## config.mk

```make
export PLATFORM = sky130hd
export DESIGN_NAME = tcf_timer
export DESIGN_NICKNAME = d
export VERILOG_FILES = /design/src/design/tcf_edge_filter.v /design/src/design/tcf_prescaler.v /design/src/design/tcf_timer.v
export VERILOG_INCLUDE_DIRS = /design/src /design/src/common
export SDC_FILE = /design/constraint.sdc
export NUM_CORES = 1
export LEC_CHECK = 0
export ABC_AREA = 1
export BUFFER_PORTS_ARGS = -buffer_cell sky130_fd_sc_hd__buf_2
export CORE_ASPECT_RATIO = 1.2
export CORE_MARGIN = 5
export CORE_UTILIZATION = 45
export CTS_CLUSTER_SIZE = 14
export DETAILED_ROUTE_END_ITERATION = 6
export PLACE_DENSITY = 0.64
export RECOVER_POWER = 50
export SLEW_MARGIN = 20
export SYNTH_ARGS = -nofsm -noshare
export SYNTH_HDL_FRONTEND = slang
export SYNTH_SLANG_ARGS = --single-unit
export TNS_END_PERCENT = 50
```

## constraint.sdc

```tcl
create_clock -name pclk -period 2.03 [get_ports pclk]
set_input_delay 0.406 -clock pclk [delete_from_list [all_inputs] [get_ports pclk]]
set_output_delay 0.406 -clock pclk [all_outputs]
set_load 0.1 [all_outputs]
```

## src/common/tcf_consts.vh

```
/*
  Constants for the capture/compare timer: APB register offsets, field
  positions inside the control registers, reset values and encodings.
  Assumes it is included by bare name from the design files.
*/
`ifndef TCF_CONSTS_VH
`define TCF_CONSTS_VH

// ==========================================================================
// Register byte offsets.
`define TCF_OFF_COUNT      12'h000
`define TCF_OFF_CCA        12'h004
`define TCF_OFF_CCB        12'h008
`define TCF_OFF_MODE       12'h00C
`define TCF_OFF_CAPCTL     12'h010
`define TCF_OFF_PRESC      12'h014
`define TCF_OFF_OUTCTL     12'h018
`define TCF_OFF_STATUS     12'h01C

// ==========================================================================
// Mode control register fields.
`define TCF_MODE_FIELD_HI  3
`define TCF_MODE_FIELD_LO  2
`define TCF_MODE_EDGE_TGL  1
`define TCF_MODE_OVF_BIT   0
`define TCF_MODE_STOP      2'h0
`define TCF_MODE_FREERUN   2'h1
`define TCF_MODE_EDGECLR   2'h2
`define TCF_MODE_MATCHCLR  2'h3

// ==========================================================================
// Capture control register fields.
`define TCF_CAP_A_IS_CAP   0
`define TCF_CAP_REVERSE    1
`define TCF_CAP_B_IS_CAP   2

// ==========================================================================
// Prescaler mode register fields.
`define TCF_PRE_ESB_HI     6
`define TCF_PRE_ESB_LO     5
`define TCF_PRE_ESA_HI     5
`define TCF_PRE_ESA_LO     4
`define TCF_PRE_ESB_SHIFT  5
`define TCF_PRE_ESA_SHIFT  4
`define TCF_PRE_DIV_HI     1
`define TCF_PRE_DIV_LO     0

// ==========================================================================
// Edge select encodings, shared by both trigger pins.
`define TCF_ES_FALL        2'h0
`define TCF_ES_RISE        2'h1
`define TCF_ES_NONE        2'h2
`define TCF_ES_BOTH        2'h3

// ==========================================================================
// Output control register fields.
`define TCF_OUT_ENABLE     0
`define TCF_OUT_INIT       2
`define TCF_OUT_MATCH_TGL  4

// ==========================================================================
// Reset values and count limits.
`define TCF_COUNT_MAX      16'hFFFF
`define TCF_COUNT_ZERO     16'h0000
`define TCF_RST_MODE       8'h00
`define TCF_RST_CAPCTL     8'h00
`define TCF_RST_PRESC      8'h00
`define TCF_RST_OUTCTL     8'h00

`endif

```

## src/design/tcf_edge_filter.v

```verilog
/*
  Trigger pin noise filter and edge detector for one pin.
  Assumes the pin is synchronous to pclk and that sample_en pulses once per
  sampling clock period.
*/
`timescale 1ns/1ps

module tcf_edge_filter (
  // Clock and reset.
  input  wire       pclk,
  input  wire       presetn,
  input  wire       clk_en,
  // Sampling.
  input  wire       sample_en,
  input  wire       pin_in,
  input  wire [1:0] edge_sel,
  // Detected edges, one pclk wide.
  output reg        valid_edge,
  output reg        reverse_edge
);
`include "tcf_consts.vh"

  // ========================================================================
  // Sampling and filtering.
  reg        samp_reg;      // Previous raw sample.
  reg        level_reg;     // Accepted, filtered level.
  wire       rise;          // Filtered rising edge.
  wire       fall;          // Filtered falling edge.

  // The level changes only after two equal samples in a row, so a pulse
  // shorter than one sampling period never reaches the edge logic.
  always @(posedge pclk or negedge presetn) begin
    if (!presetn) begin
      samp_reg  <= 1'b0;
      level_reg <= 1'b0;
    end else if (clk_en && sample_en) begin
      samp_reg <= pin_in;
      if (samp_reg == pin_in)
        level_reg <= pin_in;
    end
  end

  assign rise = clk_en && sample_en && (samp_reg == pin_in) && pin_in && !level_reg;
  assign fall = clk_en && sample_en && (samp_reg == pin_in) && !pin_in && level_reg;

  // ========================================================================
  // Edge classification against the selected valid edge.
  always @(posedge pclk or negedge presetn) begin
    if (!presetn) begin
      valid_edge   <= 1'b0;
      reverse_edge <= 1'b0;
    end else if (clk_en) begin
      case (edge_sel)
        `TCF_ES_FALL: begin
          valid_edge   <= fall;
          reverse_edge <= rise;
        end
        `TCF_ES_RISE: begin
          valid_edge   <= rise;
          reverse_edge <= fall;
        end
        `TCF_ES_BOTH: begin
          valid_edge   <= rise | fall;
          reverse_edge <= 1'b0;
        end
        default: begin
          valid_edge   <= 1'b0;
          reverse_edge <= 1'b0;
        end
      endcase
    end
  end

endmodule // tcf_edge_filter

```

## src/design/tcf_prescaler.v

```verilog
/*
  Count clock and sampling clock enables.
  Assumes pclk is the peripheral clock; the enables are one pclk wide.
*/
`timescale 1ns/1ps

module tcf_prescaler #(
  parameter WIDTH = 8
) (
  // Clock and reset.
  input  wire       pclk,
  input  wire       presetn,
  input  wire       clk_en,
  // Divider choice: 0 divides by 1, n by 2 to the power 2n.
  input  wire [1:0] div_sel,
  // Enables.
  output reg        count_tick,
  output reg        sample_tick
);

  // ========================================================================
  // Free divider; the count clock taps a bit chosen by div_sel.
  reg  [WIDTH-1:0] div_reg;   // Free running divider.
  wire [WIDTH-1:0] div_next;  // Divider plus one.
  reg              hit;       // Selected tap wraps this cycle.

  assign div_next = div_reg + {{(WIDTH-1){1'b0}}, 1'b1};

  // Pick the tap combinationally.
  always @* begin
    case (div_sel)
      2'h0:    hit = 1'b1;
      2'h1:    hit = (div_reg[1:0] == 2'h3);
      2'h2:    hit = (div_reg[3:0] == 4'hF);
      default: hit = (div_reg[5:0] == 6'h3F);
    endcase
  end

  // The sampling clock runs at full rate so filtering stays fine grained.
  always @(posedge pclk or negedge presetn) begin
    if (!presetn) begin
      div_reg     <= {WIDTH{1'b0}};
      count_tick  <= 1'b0;
      sample_tick <= 1'b0;
    end else if (clk_en) begin
      div_reg     <= div_next;
      count_tick  <= hit;
      sample_tick <= 1'b1;
    end
  end

endmodule // tcf_prescaler

```

## src/design/tcf_timer.v

```verilog
/*
  Sixteen bit capture/compare timer with an APB register slave.
  Assumes trigger pins are synchronous to pclk and a single pclk domain.
*/
// What this block does
// Edge-clear mode: pin A edge captures B, clears
// Edge toggle bit inverts output on clear
// Count equal A raises irq A, toggles
// Compare matches never clear the counter
// Count equal B raises irq B
// Reverse phase captures A without irq A
// Reverse phase: pin B edge irq only
// Register A captures from pin A or B
// Output unusable while pin B edges used; the enable is cut whenever register A captures pin B edges and their select is not none, even in stop mode
// Register B captures only on pin A
// Pin B edge select at bits 6:5
// Both-edge pin A: capture, clear, toggle
// Mode 01 counts up continuously
// Wrap past FFFFH sets overflow flag
// Software clears overflow flag itself
// Free-run supports all register combinations
// Match toggle on either register with irq
// Counter read returns current count
// Software reads captures after irq B
// Mode 10 clears on pin A edge
// Two equal samples accept an edge
// Interrupts are single-cycle pulses
`timescale 1ns/1ps

module tcf_timer #(
  parameter PRE_WIDTH = 8
) (
  // Clock, reset and freeze.
  input  wire        pclk,
  input  wire        presetn,
  input  wire        clk_en,
  // APB slave.
  input  wire        psel,
  input  wire        penable,
  input  wire        pwrite,
  input  wire [11:0] paddr,
  input  wire [31:0] pwdata,
  output reg  [31:0] prdata,
  output reg         pready,
  output reg         pslverr,
  // Trigger pins.
  input  wire        trigger_pin_a,
  input  wire        trigger_pin_b,
  // Timer output pin and its enable.
  output reg         timer_output_pin,
  output reg         timer_output_oe,
  // Interrupt pulses.
  output reg         match_irq_a,
  output reg         match_irq_b
);
`include "tcf_consts.vh"

  // ========================================================================
  // Registers.
  reg  [15:0] timer_count_reg;        // Counter.
  reg  [15:0] capture_compare_a_reg;  // Capture/compare A.
  reg  [15:0] capture_compare_b_reg;  // Capture/compare B.
  reg  [7:0]  mode_control_reg;       // Mode and edge toggle.
  reg  [7:0]  capture_control_reg;    // Capture configuration.
  reg  [7:0]  prescaler_mode_reg;     // Divider and edge selects.
  reg  [7:0]  output_control_reg;     // Output configuration.
  reg         overflow_flag_reg;      // Sticky overflow.
  reg         out_level_reg;          // Timer output level.

  // ========================================================================
  // Decoded controls.
  wire [1:0] mode_field;              // Operating mode.
  wire       edge_toggle_enable;      // Toggle on pin A clear.
  wire       a_is_capture;            // Register A captures.
  wire       b_is_capture;            // Register B captures.
  wire       reverse_phase_select;    // A captures on pin A reverse phase.
  wire [1:0] edge_sel_a;              // Pin A valid edge.
  wire [1:0] edge_sel_b;              // Pin B valid edge.
  wire       running;                 // Counter enabled.
  wire       count_tick;              // Count clock enable.
  wire       sample_tick;             // Sampling clock enable.
  wire       edge_a;                  // Pin A valid edge.
  wire       rev_a;                   // Pin A opposite edge.
  wire       edge_b;                  // Pin B valid edge.

  assign mode_field           = mode_control_reg[`TCF_MODE_FIELD_HI:`TCF_MODE_FIELD_LO];
  assign edge_toggle_enable   = mode_control_reg[`TCF_MODE_EDGE_TGL];
  assign a_is_capture         = capture_control_reg[`TCF_CAP_A_IS_CAP];
  assign reverse_phase_select = capture_control_reg[`TCF_CAP_REVERSE];
  assign b_is_capture         = capture_control_reg[`TCF_CAP_B_IS_CAP];
  assign edge_sel_a           = prescaler_mode_reg[`TCF_PRE_ESA_HI:`TCF_PRE_ESA_LO];
  assign edge_sel_b           = prescaler_mode_reg[`TCF_PRE_ESB_HI:`TCF_PRE_ESB_LO];
  assign running              = (mode_field != `TCF_MODE_STOP);

  // ========================================================================
  // Clock enables and edge detectors.
  tcf_prescaler #(
    .WIDTH       (PRE_WIDTH)
  ) u_pre (
    .pclk        (pclk),
    .presetn     (presetn),
    .clk_en      (clk_en),
    .div_sel     (prescaler_mode_reg[`TCF_PRE_DIV_HI:`TCF_PRE_DIV_LO]),
    .count_tick  (count_tick),
    .sample_tick (sample_tick)
  );

  tcf_edge_filter u_edge_a (
    .pclk         (pclk),
    .presetn      (presetn),
    .clk_en       (clk_en),
    .sample_en    (sample_tick),
    .pin_in       (trigger_pin_a),
    .edge_sel     (edge_sel_a),
    .valid_edge   (edge_a),
    .reverse_edge (rev_a)
  );

  tcf_edge_filter u_edge_b (
    .pclk         (pclk),
    .presetn      (presetn),
    .clk_en       (clk_en),
    .sample_en    (sample_tick),
    .pin_in       (trigger_pin_b),
    .edge_sel     (edge_sel_b),
    .valid_edge   (edge_b),
    .reverse_edge ()
  );

  // ========================================================================
  // Events of this cycle.
  wire edge_clear;   // Pin A edge clears the counter.
  wire cap_a_pin_a;  // Register A captures on pin A reverse phase.
  wire cap_a_pin_b;  // Register A captures on pin B edge.
  wire cap_a;        // Register A capture strobe.
  wire cap_b;        // Register B capture strobe.
  wire cmp_a;        // Compare match on A.
  wire cmp_b;        // Compare match on B.
  wire irq_a_ev;     // Interrupt A cause.
  wire irq_b_ev;     // Interrupt B cause.
  wire match_tgl;    // Output toggle on compare match.
  wire pin_b_used;   // Pin B edges capture into register A.
  wire wrap;         // Counter wraps from all ones.
  wire toggle;       // Output toggles this cycle.

  assign edge_clear  = running && (mode_field == `TCF_MODE_EDGECLR) && edge_a;
  assign cap_a_pin_a = running && a_is_capture && reverse_phase_select && rev_a;
  assign cap_a_pin_b = running && a_is_capture && !reverse_phase_select && edge_b;
  assign cap_a       = cap_a_pin_a | cap_a_pin_b;
  assign cap_b       = running && b_is_capture && edge_a;
  // Compares are evaluated on count ticks only, so one pulse per count value.
  assign cmp_a       = running && count_tick && !a_is_capture
                       && (timer_count_reg == capture_compare_a_reg);
  assign cmp_b       = running && count_tick && !b_is_capture
                       && (timer_count_reg == capture_compare_b_reg);
  // Pin B edges still raise irq A in reverse phase, with no capture.
  assign irq_a_ev    = cmp_a | cap_a_pin_b
                       | (running && a_is_capture && reverse_phase_select && edge_b);
  assign irq_b_ev    = cmp_b | cap_b;
  assign match_tgl   = output_control_reg[`TCF_OUT_MATCH_TGL];
  assign pin_b_used  = a_is_capture && !reverse_phase_select && (edge_sel_b != `TCF_ES_NONE);
  assign toggle      = (match_tgl && (cmp_a | cmp_b))
                       | (edge_toggle_enable && edge_a && running
                          && (mode_field != `TCF_MODE_MATCHCLR));
  assign wrap        = count_tick && (mode_field != `TCF_MODE_STOP)
                       && (timer_count_reg == `TCF_COUNT_MAX);

  // ========================================================================
  // Counter. A pin A clear wins over counting; matches never clear.
  always @(posedge pclk or negedge presetn) begin
    if (!presetn) begin
      timer_count_reg <= `TCF_COUNT_ZERO;
    end else if (clk_en) begin
      if (!running) begin
        timer_count_reg <= `TCF_COUNT_ZERO;
      end else if (edge_clear) begin
        timer_count_reg <= `TCF_COUNT_ZERO;
      end else if (count_tick) begin
        timer_count_reg <= timer_count_reg + 16'h0001;
      end
    end
  end

  // ========================================================================
  // Capture registers and software writes. Capture takes priority since
  // losing a measured edge is worse than losing a write in the same cycle.
  wire wr_en;  // APB write in access phase.
  assign wr_en = psel && penable && pwrite && clk_en;

  always @(posedge pclk or negedge presetn) begin
    if (!presetn) begin
      capture_compare_a_reg <= `TCF_COUNT_ZERO;
      capture_compare_b_reg <= `TCF_COUNT_ZERO;
      mode_control_reg      <= `TCF_RST_MODE;
      capture_control_reg   <= `TCF_RST_CAPCTL;
      prescaler_mode_reg    <= `TCF_RST_PRESC;
      output_control_reg    <= `TCF_RST_OUTCTL;
    end else if (clk_en) begin
      if (cap_a) begin
        capture_compare_a_reg <= timer_count_reg;
      end else if (wr_en && paddr == `TCF_OFF_CCA) begin
        capture_compare_a_reg <= pwdata[15:0];
      end
      if (cap_b) begin
        capture_compare_b_reg <= timer_count_reg;
      end else if (wr_en && paddr == `TCF_OFF_CCB) begin
        capture_compare_b_reg <= pwdata[15:0];
      end
      if (wr_en && paddr == `TCF_OFF_MODE) begin
        mode_control_reg <= pwdata[7:0];
      end
      if (wr_en && paddr == `TCF_OFF_CAPCTL) begin
        capture_control_reg <= pwdata[7:0];
      end
      if (wr_en && paddr == `TCF_OFF_PRESC) begin
        prescaler_mode_reg <= pwdata[7:0];
      end
      if (wr_en && paddr == `TCF_OFF_OUTCTL) begin
        output_control_reg <= pwdata[7:0];
      end
    end
  end

  // ========================================================================
  // Overflow flag. Set wins over a software clear in the same cycle.
  always @(posedge pclk or negedge presetn) begin
    if (!presetn) begin
      overflow_flag_reg <= 1'b0;
    end else if (clk_en) begin
      if (wrap) begin
        overflow_flag_reg <= 1'b1;
      end else if (wr_en && paddr == `TCF_OFF_STATUS && !pwdata[0]) begin
        overflow_flag_reg <= 1'b0;
      end
    end
  end

  // ========================================================================
  // Output level, pin and interrupts.
  always @(posedge pclk or negedge presetn) begin
    if (!presetn) begin
      out_level_reg    <= 1'b0;
      timer_output_pin <= 1'b0;
      timer_output_oe  <= 1'b0;
      match_irq_a      <= 1'b0;
      match_irq_b      <= 1'b0;
    end else if (clk_en) begin
      if (!output_control_reg[`TCF_OUT_ENABLE]) begin
        out_level_reg <= output_control_reg[`TCF_OUT_INIT];
      end else if (toggle) begin
        out_level_reg <= !out_level_reg;
      end
      timer_output_pin <= out_level_reg;
      // The output cannot be shared with pin B edges capturing into register A.
      timer_output_oe  <= output_control_reg[`TCF_OUT_ENABLE] && !pin_b_used;
      match_irq_a      <= irq_a_ev;
      match_irq_b      <= irq_b_ev;
    end else begin
      match_irq_a <= 1'b0;
      match_irq_b <= 1'b0;
    end
  end

  // ========================================================================
  // APB slave: zero wait state, unmapped or misaligned reads return zero
  // with pslverr.
  reg [31:0] rd_mux;  // Read data selection.
  reg        rd_hit;  // Address is mapped.

  always @* begin
    rd_hit = 1'b1;
    case (paddr)
      `TCF_OFF_COUNT:  rd_mux = {16'h0000, timer_count_reg};
      `TCF_OFF_CCA:    rd_mux = {16'h0000, capture_compare_a_reg};
      `TCF_OFF_CCB:    rd_mux = {16'h0000, capture_compare_b_reg};
      `TCF_OFF_MODE:   rd_mux = {24'h000000, mode_control_reg};
      `TCF_OFF_CAPCTL: rd_mux = {24'h000000, capture_control_reg};
      `TCF_OFF_PRESC:  rd_mux = {24'h000000, prescaler_mode_reg};
      `TCF_OFF_OUTCTL: rd_mux = {24'h000000, output_control_reg};
      `TCF_OFF_STATUS: rd_mux = {31'h00000000, overflow_flag_reg};
      default: begin
        rd_mux = 32'h00000000;
        rd_hit = 1'b0;
      end
    endcase
  end

  // pready is registered high for one cycle, the first access cycle after the setup phase is seen.
  always @(posedge pclk or negedge presetn) begin
    if (!presetn) begin
      prdata  <= 32'h00000000;
      pready  <= 1'b0;
      pslverr <= 1'b0;
    end else if (clk_en) begin
      pready  <= psel && !penable;
      pslverr <= psel && !penable && !rd_hit;
      prdata  <= (psel && !penable && !pwrite) ? rd_mux : 32'h00000000;
    end
  end


endmodule // tcf_timer

```

==> results of run 1 <==
==> worst reg2reg max path, delay by kind of cell, from the launching register on <==
family	cells	cell delay, ns
buf+inv	1	0.07
compound gates	3	0.46
flops	1	0.44
fa+ha+maj	1	0.21
simple gates	4	0.53
==> final timing paths <==
kind                                    startpoint                   endpoint  slack (ns)  depth (start not counted)
worst min-delay path                 trigger_pin_a          u_edge_a.samp_reg        0.21                          3
worst max-delay path            timer_count_reg[1]        timer_count_reg[14]        0.21                          9
max in group asynchronous                  presetn  capture_compare_b_reg[10]        0.36                          3
worst min register to register   u_pre.sample_tick          u_pre.sample_tick        0.47                          1
min in group asynchronous                  presetn   capture_compare_a_reg[7]        0.59                          2
worst max register to register  timer_count_reg[1]        timer_count_reg[14]        0.21                          9
==> cell usage after synthesis (2+ instances only) <==
master	number	area, sq um
o22ai_1	21	131.4
nor3_1	10	50.05
nand2_2	5	31.28
a21oi_4	2	32.53
o21ai_1	4	20.02
dfrtp_1	119	2978
inv_2	2	7.510
inv_1	111	416.7
clkbuf_1	12	45.04
buf_4	19	142.6
a21oi_1	25	125.1
o21ai_0	109	545.5
nand4_1	12	75.07
a31oi_1	2	12.51
xnor2_1	2	17.52
xor2_1	6	52.55
buf_2	9	45.04
o211ai_1	17	127.6
o31ai_1	2	15.01
ha_1	2	25.02
buf_6	2	22.52
nor4_1	3	18.77
nand2_1	296	1111
nor2_1	67	251.5
nand3_1	27	135.1
==> cell usage in the layout (no fill, tap or decap), drive strengths merged <==
cell type,synthesis,routed
a31oi,2,2
clkinv,1,10
ha,2,2
nand3b,1,1
o311ai,1,1
and2,1,1
o21ai,113,113
xnor2,2,2
a21oi,27,27
or2,1,1
conb,1,16
o221ai,1,1
buf,31,91
clkbuf,12,26
inv,113,113
a211oi,1,1
nor4,3,3
nor3,11,11
o21bai,1,1
nand4,12,12
bufinv,0,3
nor2,69,69
o22ai,21,21
xor2,6,6
clkinvlp,0,1
dlygate4sd3,0,1
o211ai,17,17
o31ai,2,2
nand3,28,28
dfrtp,119,119
nand2,301,301
==> kinds of logic after synthesis <==
| kind of cell | share of synthesized area, % |
|---|---|
| simple gates | 26.52 |
| fa+ha+maj | 0.3821 |
| buf+inv | 10.57 |
| other cells | 0.05727 |
| xor+xnor | 1.070 |
| flops | 45.48 |
| compound gates | 15.92 |
==> per-stage QoR <==
step / instance area [sq um] / setup slack, ns / hold slack (ns)
floorplan: 6604 / 0.3543 / 0.1104
global placement: 7234 / 0.07920 / 0.3798
detailed placement: 7234 / 0.04250 / 0.3752
CTS: 7851 / 0.1990 / 0.1996
global route: 7818 / 0.02929 / 0.2498
finish: 7818 / 0.2136 / 0.2114
==> layer usage <==
| metal | GRT usage, % | up-vias | part of all wire, % |
|---|---|---|---|
| met3 | 4.334 | 37 | 4.5 |
| met4 | 8.806 | 0 | 3.0 |
| met5 | 0 | - | 0 |
| li1 | - | 3050 | - |
| met1 | 28.40 | 2868 | 43 |
| met2 | 38.28 | 149 | 49 |
==> layout make-up <==
type	count	area, sq um
clock buffer	19	452.9
clock inverter	13	153.9
fill	1440	6536
inverter	114	432.9
multi-input combinational	639	2939
sequential	119	2978
tap	175	219.0
timing repair buffer	99	641.9
==> what timing repair did <==
action	in CTS	in global routing
endpoints found under the setup margin	0	1
buffers inserted	0	0
hold endpoints to repair	25	0
gates resized for setup	0	1
hold buffers	1	0
==> power groups by stage <==
stage | registers [mW] | clock network [mW] | logic, mW
floorplan | 2.62 | 0 | 0.408
global placement | 2.61 | 0 | 0.585
detailed placement | 2.61 | 0 | 0.592
CTS | 2.57 | 3.14 | 0.596
global route | 2.59 | 3.27 | 0.649
finish | 2.57 | 3.10 | 0.579
==> metrics, run 1 <==
Syn. warnings=0; worst vdd ir=0.0005207 V; Int Pwr=4.626 mW; area grow syn2layout=19.40%; htree depth=4; Final Net Count=1044; share of layout cells above drive strength 1=14.16%; Worst Setup Start Kind=flip-flop; Core Util, Final=54.46%; Avg Cell Area, Syn=7.275 sq um; die height=142.1 um; vias in the first global route=6002; CP max stage cell=dfrtp_1; Cell Area, Synth=6548 sq um; final period utilization=89.48%; Die X=120.1 um; Slew Limit Fails=0; CP bufs+invs=1; row cnt=48; Post-Syn Instances=900; Reg clk slew, reported paths=0.06 ns; Num CTS Buffers=17; CTS Root Cell=clkbuf_16; count of cell types in the netlist=39; Reg power frac=41.2%; max_cap viols=0; Routed Antenna Nets=0; core area=14350 sq um; critical path arrival=2.12 ns; clk sinks=119; RSZ-0062 raised after global routing=no; critical path's largest stage delay=0.44 ns; sequential element share of the synthesized area=45.48%; GR Util All Layers=22.51%; final WL=18.36 mm; Psw=1.624 mW; P per Cell Area=799.5 nW/um^2; status=finished, final reports clean; fin cells=1178; fraction of registers with async set/reset=100.0%; Final min period=1.816 ns; diode count=0; Sw Ratio=25.99%; grt ovf=0; Yosys reg bits=119; Logic pwr share=9.3%; DRT iter0 DRCs=399; cell mode on critical path=nand2_1; Cell Count Post-Placement=1145; port buffer count=57; first-pass GRT wire length=30.23 mm; initial core utilization=45.62%; Die ar.=17070 sq um; Vias=6104; Setup TNS Final=0 ns; worst skew pair latency=0.42 ns; antenna violations before repair=0; achievable frequency=0.5505 GHz; final total power=6.250 mW; wire per inst=15.59 um; CTS tree=built; clock buffer depth=2; slew margin rel.=23.13%; Clock power frac=49.5%; first-pass detailed-route iteration total=4; Tightest Hold Check Type=input port to flip-flop; Setup violations, final=0; largest net degree at the start of global routing=40; CP Max Fanout=6; global placement routability congestion=0.9524; drt drc=0; Setup Skew=0.007861 ns; DP Wirelength=13.60 mm; Leak Pwr=3.962 nW; CP Class=flip-flop to flip-flop; Crit. End Element=flip-flop; Slew @ Worst Pin=1.153 ns; CP Cell Sequence=ha_1, nand2_1, inv_1, nand4_1, o21bai_1, nor2_1, nand2_1, o21ai_0, a21oi_1; Req. time, crit path=2.33 ns; Hold Fails Final Rpt=0; Post-synth EDFFs=0; Vias/cell=5.182; CP top delay family=simple AND/OR/NAND/NOR gates; ys flop type=dfrtp_1; Ports=90
No activity file was read; power rests on OpenSTA's default activity.
==> run 2, diff against run 1 <==
--- a/config.mk
+++ b/config.mk
@@ -10,10 +10,10 @@
 export BUFFER_PORTS_ARGS = -buffer_cell sky130_fd_sc_hd__buf_2
 export CORE_ASPECT_RATIO = 1.2
 export CORE_MARGIN = 5
-export CORE_UTILIZATION = 45
+export CORE_UTILIZATION = 53
 export CTS_CLUSTER_SIZE = 14
 export DETAILED_ROUTE_END_ITERATION = 6
-export PLACE_DENSITY = 0.64
+export PLACE_DENSITY = 0.73
 export RECOVER_POWER = 50
 export SLEW_MARGIN = 20
 export SYNTH_ARGS = -nofsm -noshare
==> run 2 against run 1 <==
  * Wire length shrank 0.32%
  * Maximum frequency down 1.3%
  * Worst hold slack better by 0.025 ns
  * Critical path depth grew 4
  * Cell area decreased by 1.3%
  * Combinational power barely moved
  * First-iteration DRC count rose by 4.8%
  * Clock skew shrank 0.0023 ns
  * Clock power shrank 2%
  * Largest power group unchanged
==> metrics, run 2 (synthesized netlist as in run 1, its figures left out) <==
GR Util All Layers=25.75% (+3.2 points); critical path arrival=2.14 ns (+0.02 ns); area grow syn2layout=17.79%; min-delay src=trigger_pin_a; Req. time, crit path=2.33 ns (about the same); Worst Hold Slack=0.2362 ns (+0.02479 ns); die height=131.8 um (-7.3%); Num CTS Buffers=17 (unchanged); DRT iter0 DRCs=418 (+4.8%); postcts setup bufs=0 (unchanged); final WL=18.30 mm (-0.32%); Post-DP Area=7134 sq um (-1.4%); Setup violations, final=0 (unchanged); CP bufs+invs=1 (unchanged); Tightest Hold Check Type=input port to flip-flop; Ports=90 (unchanged); worst skew pair latency=0.42 ns (about the same); Hold Fails Final Rpt=0 (unchanged); R2R depth=13 (+4); Hold Path Stages=3 (unchanged); CTS resizes=0 (unchanged); Worst Setup Start Kind=flip-flop; RSZ-0062 raised after global routing=no; antenna violations before repair=0 (unchanged); row cnt=44 (-8.3%); first-pass detailed-route iteration total=5 (+1); slew margin rel.=39.60% (+16 points); Final Net Count=1033 (-1.1%); crit path to=out_level_reg; Routed Antenna Nets=0 (unchanged); CP Max Fanout=6 (unchanged); Setup Skew=0.005535 ns (-0.002325 ns); Reg clk slew, reported paths=0.05 ns (about the same); share of layout cells above drive strength 1=12.80% (-1.4 points); most frequent cells in the layout=296 x nand2_1, 119 x dfrtp_1, 112 x inv_1; Die X=111.5 um (-7.2%); CTS Root Cell=clkbuf_16; DP Wirelength=13.28 mm (-2.4%); drt drc=0 (unchanged); CP Class=flip-flop to flip-flop; worst vdd ir=0.0006208 V (+19%); clk sinks=119 (unchanged); port buffer count=57 (unchanged); core area=12110 sq um (-16%); status=finished, final reports clean; Slew @ Worst Pin=0.9060 ns (-0.2470 ns); max_cap viols=0 (unchanged); wire per inst=15.87 um (+1.8%); hold_buf cts=1 (unchanged); post-layout instance area=7712 sq um (-1.3%); first-pass GRT wire length=30.13 mm (-0.32%); Crit. End Element=flip-flop; cell mode on critical path=nand2_1; CP top delay family=simple AND/OR/NAND/NOR gates; Slew Limit Fails=0 (unchanged); P per Cell Area=802.1 nW/um^2 (+0.32%); CTS tree=built; setup ws final=0.1902 ns (-0.02344 ns); Leak Pwr=3.904 nW (-1.5%); vias in the first global route=6068 (+1.1%); grt ovf=0 (unchanged); FF-to-FF Start=timer_count_reg[5]; global placement routability congestion=0.9404 (-1.3%); Final min period=1.840 ns (+0.02344 ns); Worst path depth=13 (+4); CP Cell Sequence=inv_1, nand2_1, nand2_1, nor2_1, nand2_1, nor2_1, nand3_1, nand2_1, nand2_1, nand2_1, nand2_1, nand2_1, nand2_1; Vias=6131 (+0.44%); CP max stage cell=dfrtp_1; R2R Setup Slk=0.19 ns (-0.02 ns); final period utilization=90.63% (+1.2 points); FF-to-FF End=out_level_reg; achievable frequency=0.5435 GHz (-1.3%); htree depth=4 (unchanged); CP startpoint=timer_count_reg[5]; largest net degree at the start of global routing=46 (+15%); critical path's largest stage delay=0.46 ns (+0.02 ns); Vias/cell=5.317 (+2.6%); commonest non-fill, non-tap cell in the layout=nand2_1; clock buffer depth=2 (unchanged); diode count=0 (unchanged); initial core utilization=54.06% (+8.4 points); Die ar.=14690 sq um (-14%); pre-CTS WS=-0.04589 ns (-0.08839 ns)
run 2: per-layer routing:
layer / track usage (%) / wire length, um / vias to the layer above
met5: 0 / 0 / -
met4: 12.58 / 712 / 0
met3: 4.316 / 848 / 40
met2: 43.80 / 9263 / 177
met1: 31.71 / 7478 / 2880
li1: - / - / 3034
run 2: worst min-delay path by stage:
stage          slack (ns)                       end
3_3_place_gp         0.40    capture_control_reg[5]
6_report             0.24         u_edge_a.samp_reg
3_5_place_dp         0.40    capture_control_reg[5]
5_1_grt              0.26         u_edge_a.samp_reg
2_1_floorplan        0.11  capture_compare_a_reg[0]
4_1_cts              0.23         u_edge_a.samp_reg
run 2: cell type report:
type                    count  area (sq um)
inverters                 114         432.9
multi-input cells         639          2934
flip-flops and latches    119          2978
clock buffers              24         501.7
clock inverters             8         93.84
repair buffers             88         570.5
fillers                  1132          4399
well taps                 161         201.4
run 2: power by group:
group / switching, mW / internal (mW) / leakage (nW) / total (mW)
registers: 0.0874 / 2.49 / 1.53 / 2.58
clock network: 1.07 / 1.96 / 0.300 / 3.03
logic: 0.428 / 0.154 / 2.07 / 0.582
run 2: worst register-to-register path: stages (launching register included):
cell and delay, ns:
dfrtp_1 0.46, inv_1 0.15, nand2_1 0.10, nand2_1 0.06
nor2_1 0.18, nand2_1 0.09, nor2_1 0.09, nand3_1 0.14
nand2_1 0.12, nand2_1 0.05, nand2_1 0.09, nand2_1 0.06
nand2_1 0.07, nand2_1 0.06
run 2: metrics by stage:
stage               setup TNS, ns  utilization [%]  power (mW)  cells
global placement                0            58.90       3.185   1120
detailed placement        -0.2011            58.90       3.197   1120
global route                    0            63.68       6.391   1153
finish                          0            63.68       6.186   1153
floorplan                       0                -       3.027    915
CTS                             0            63.91       6.214   1153
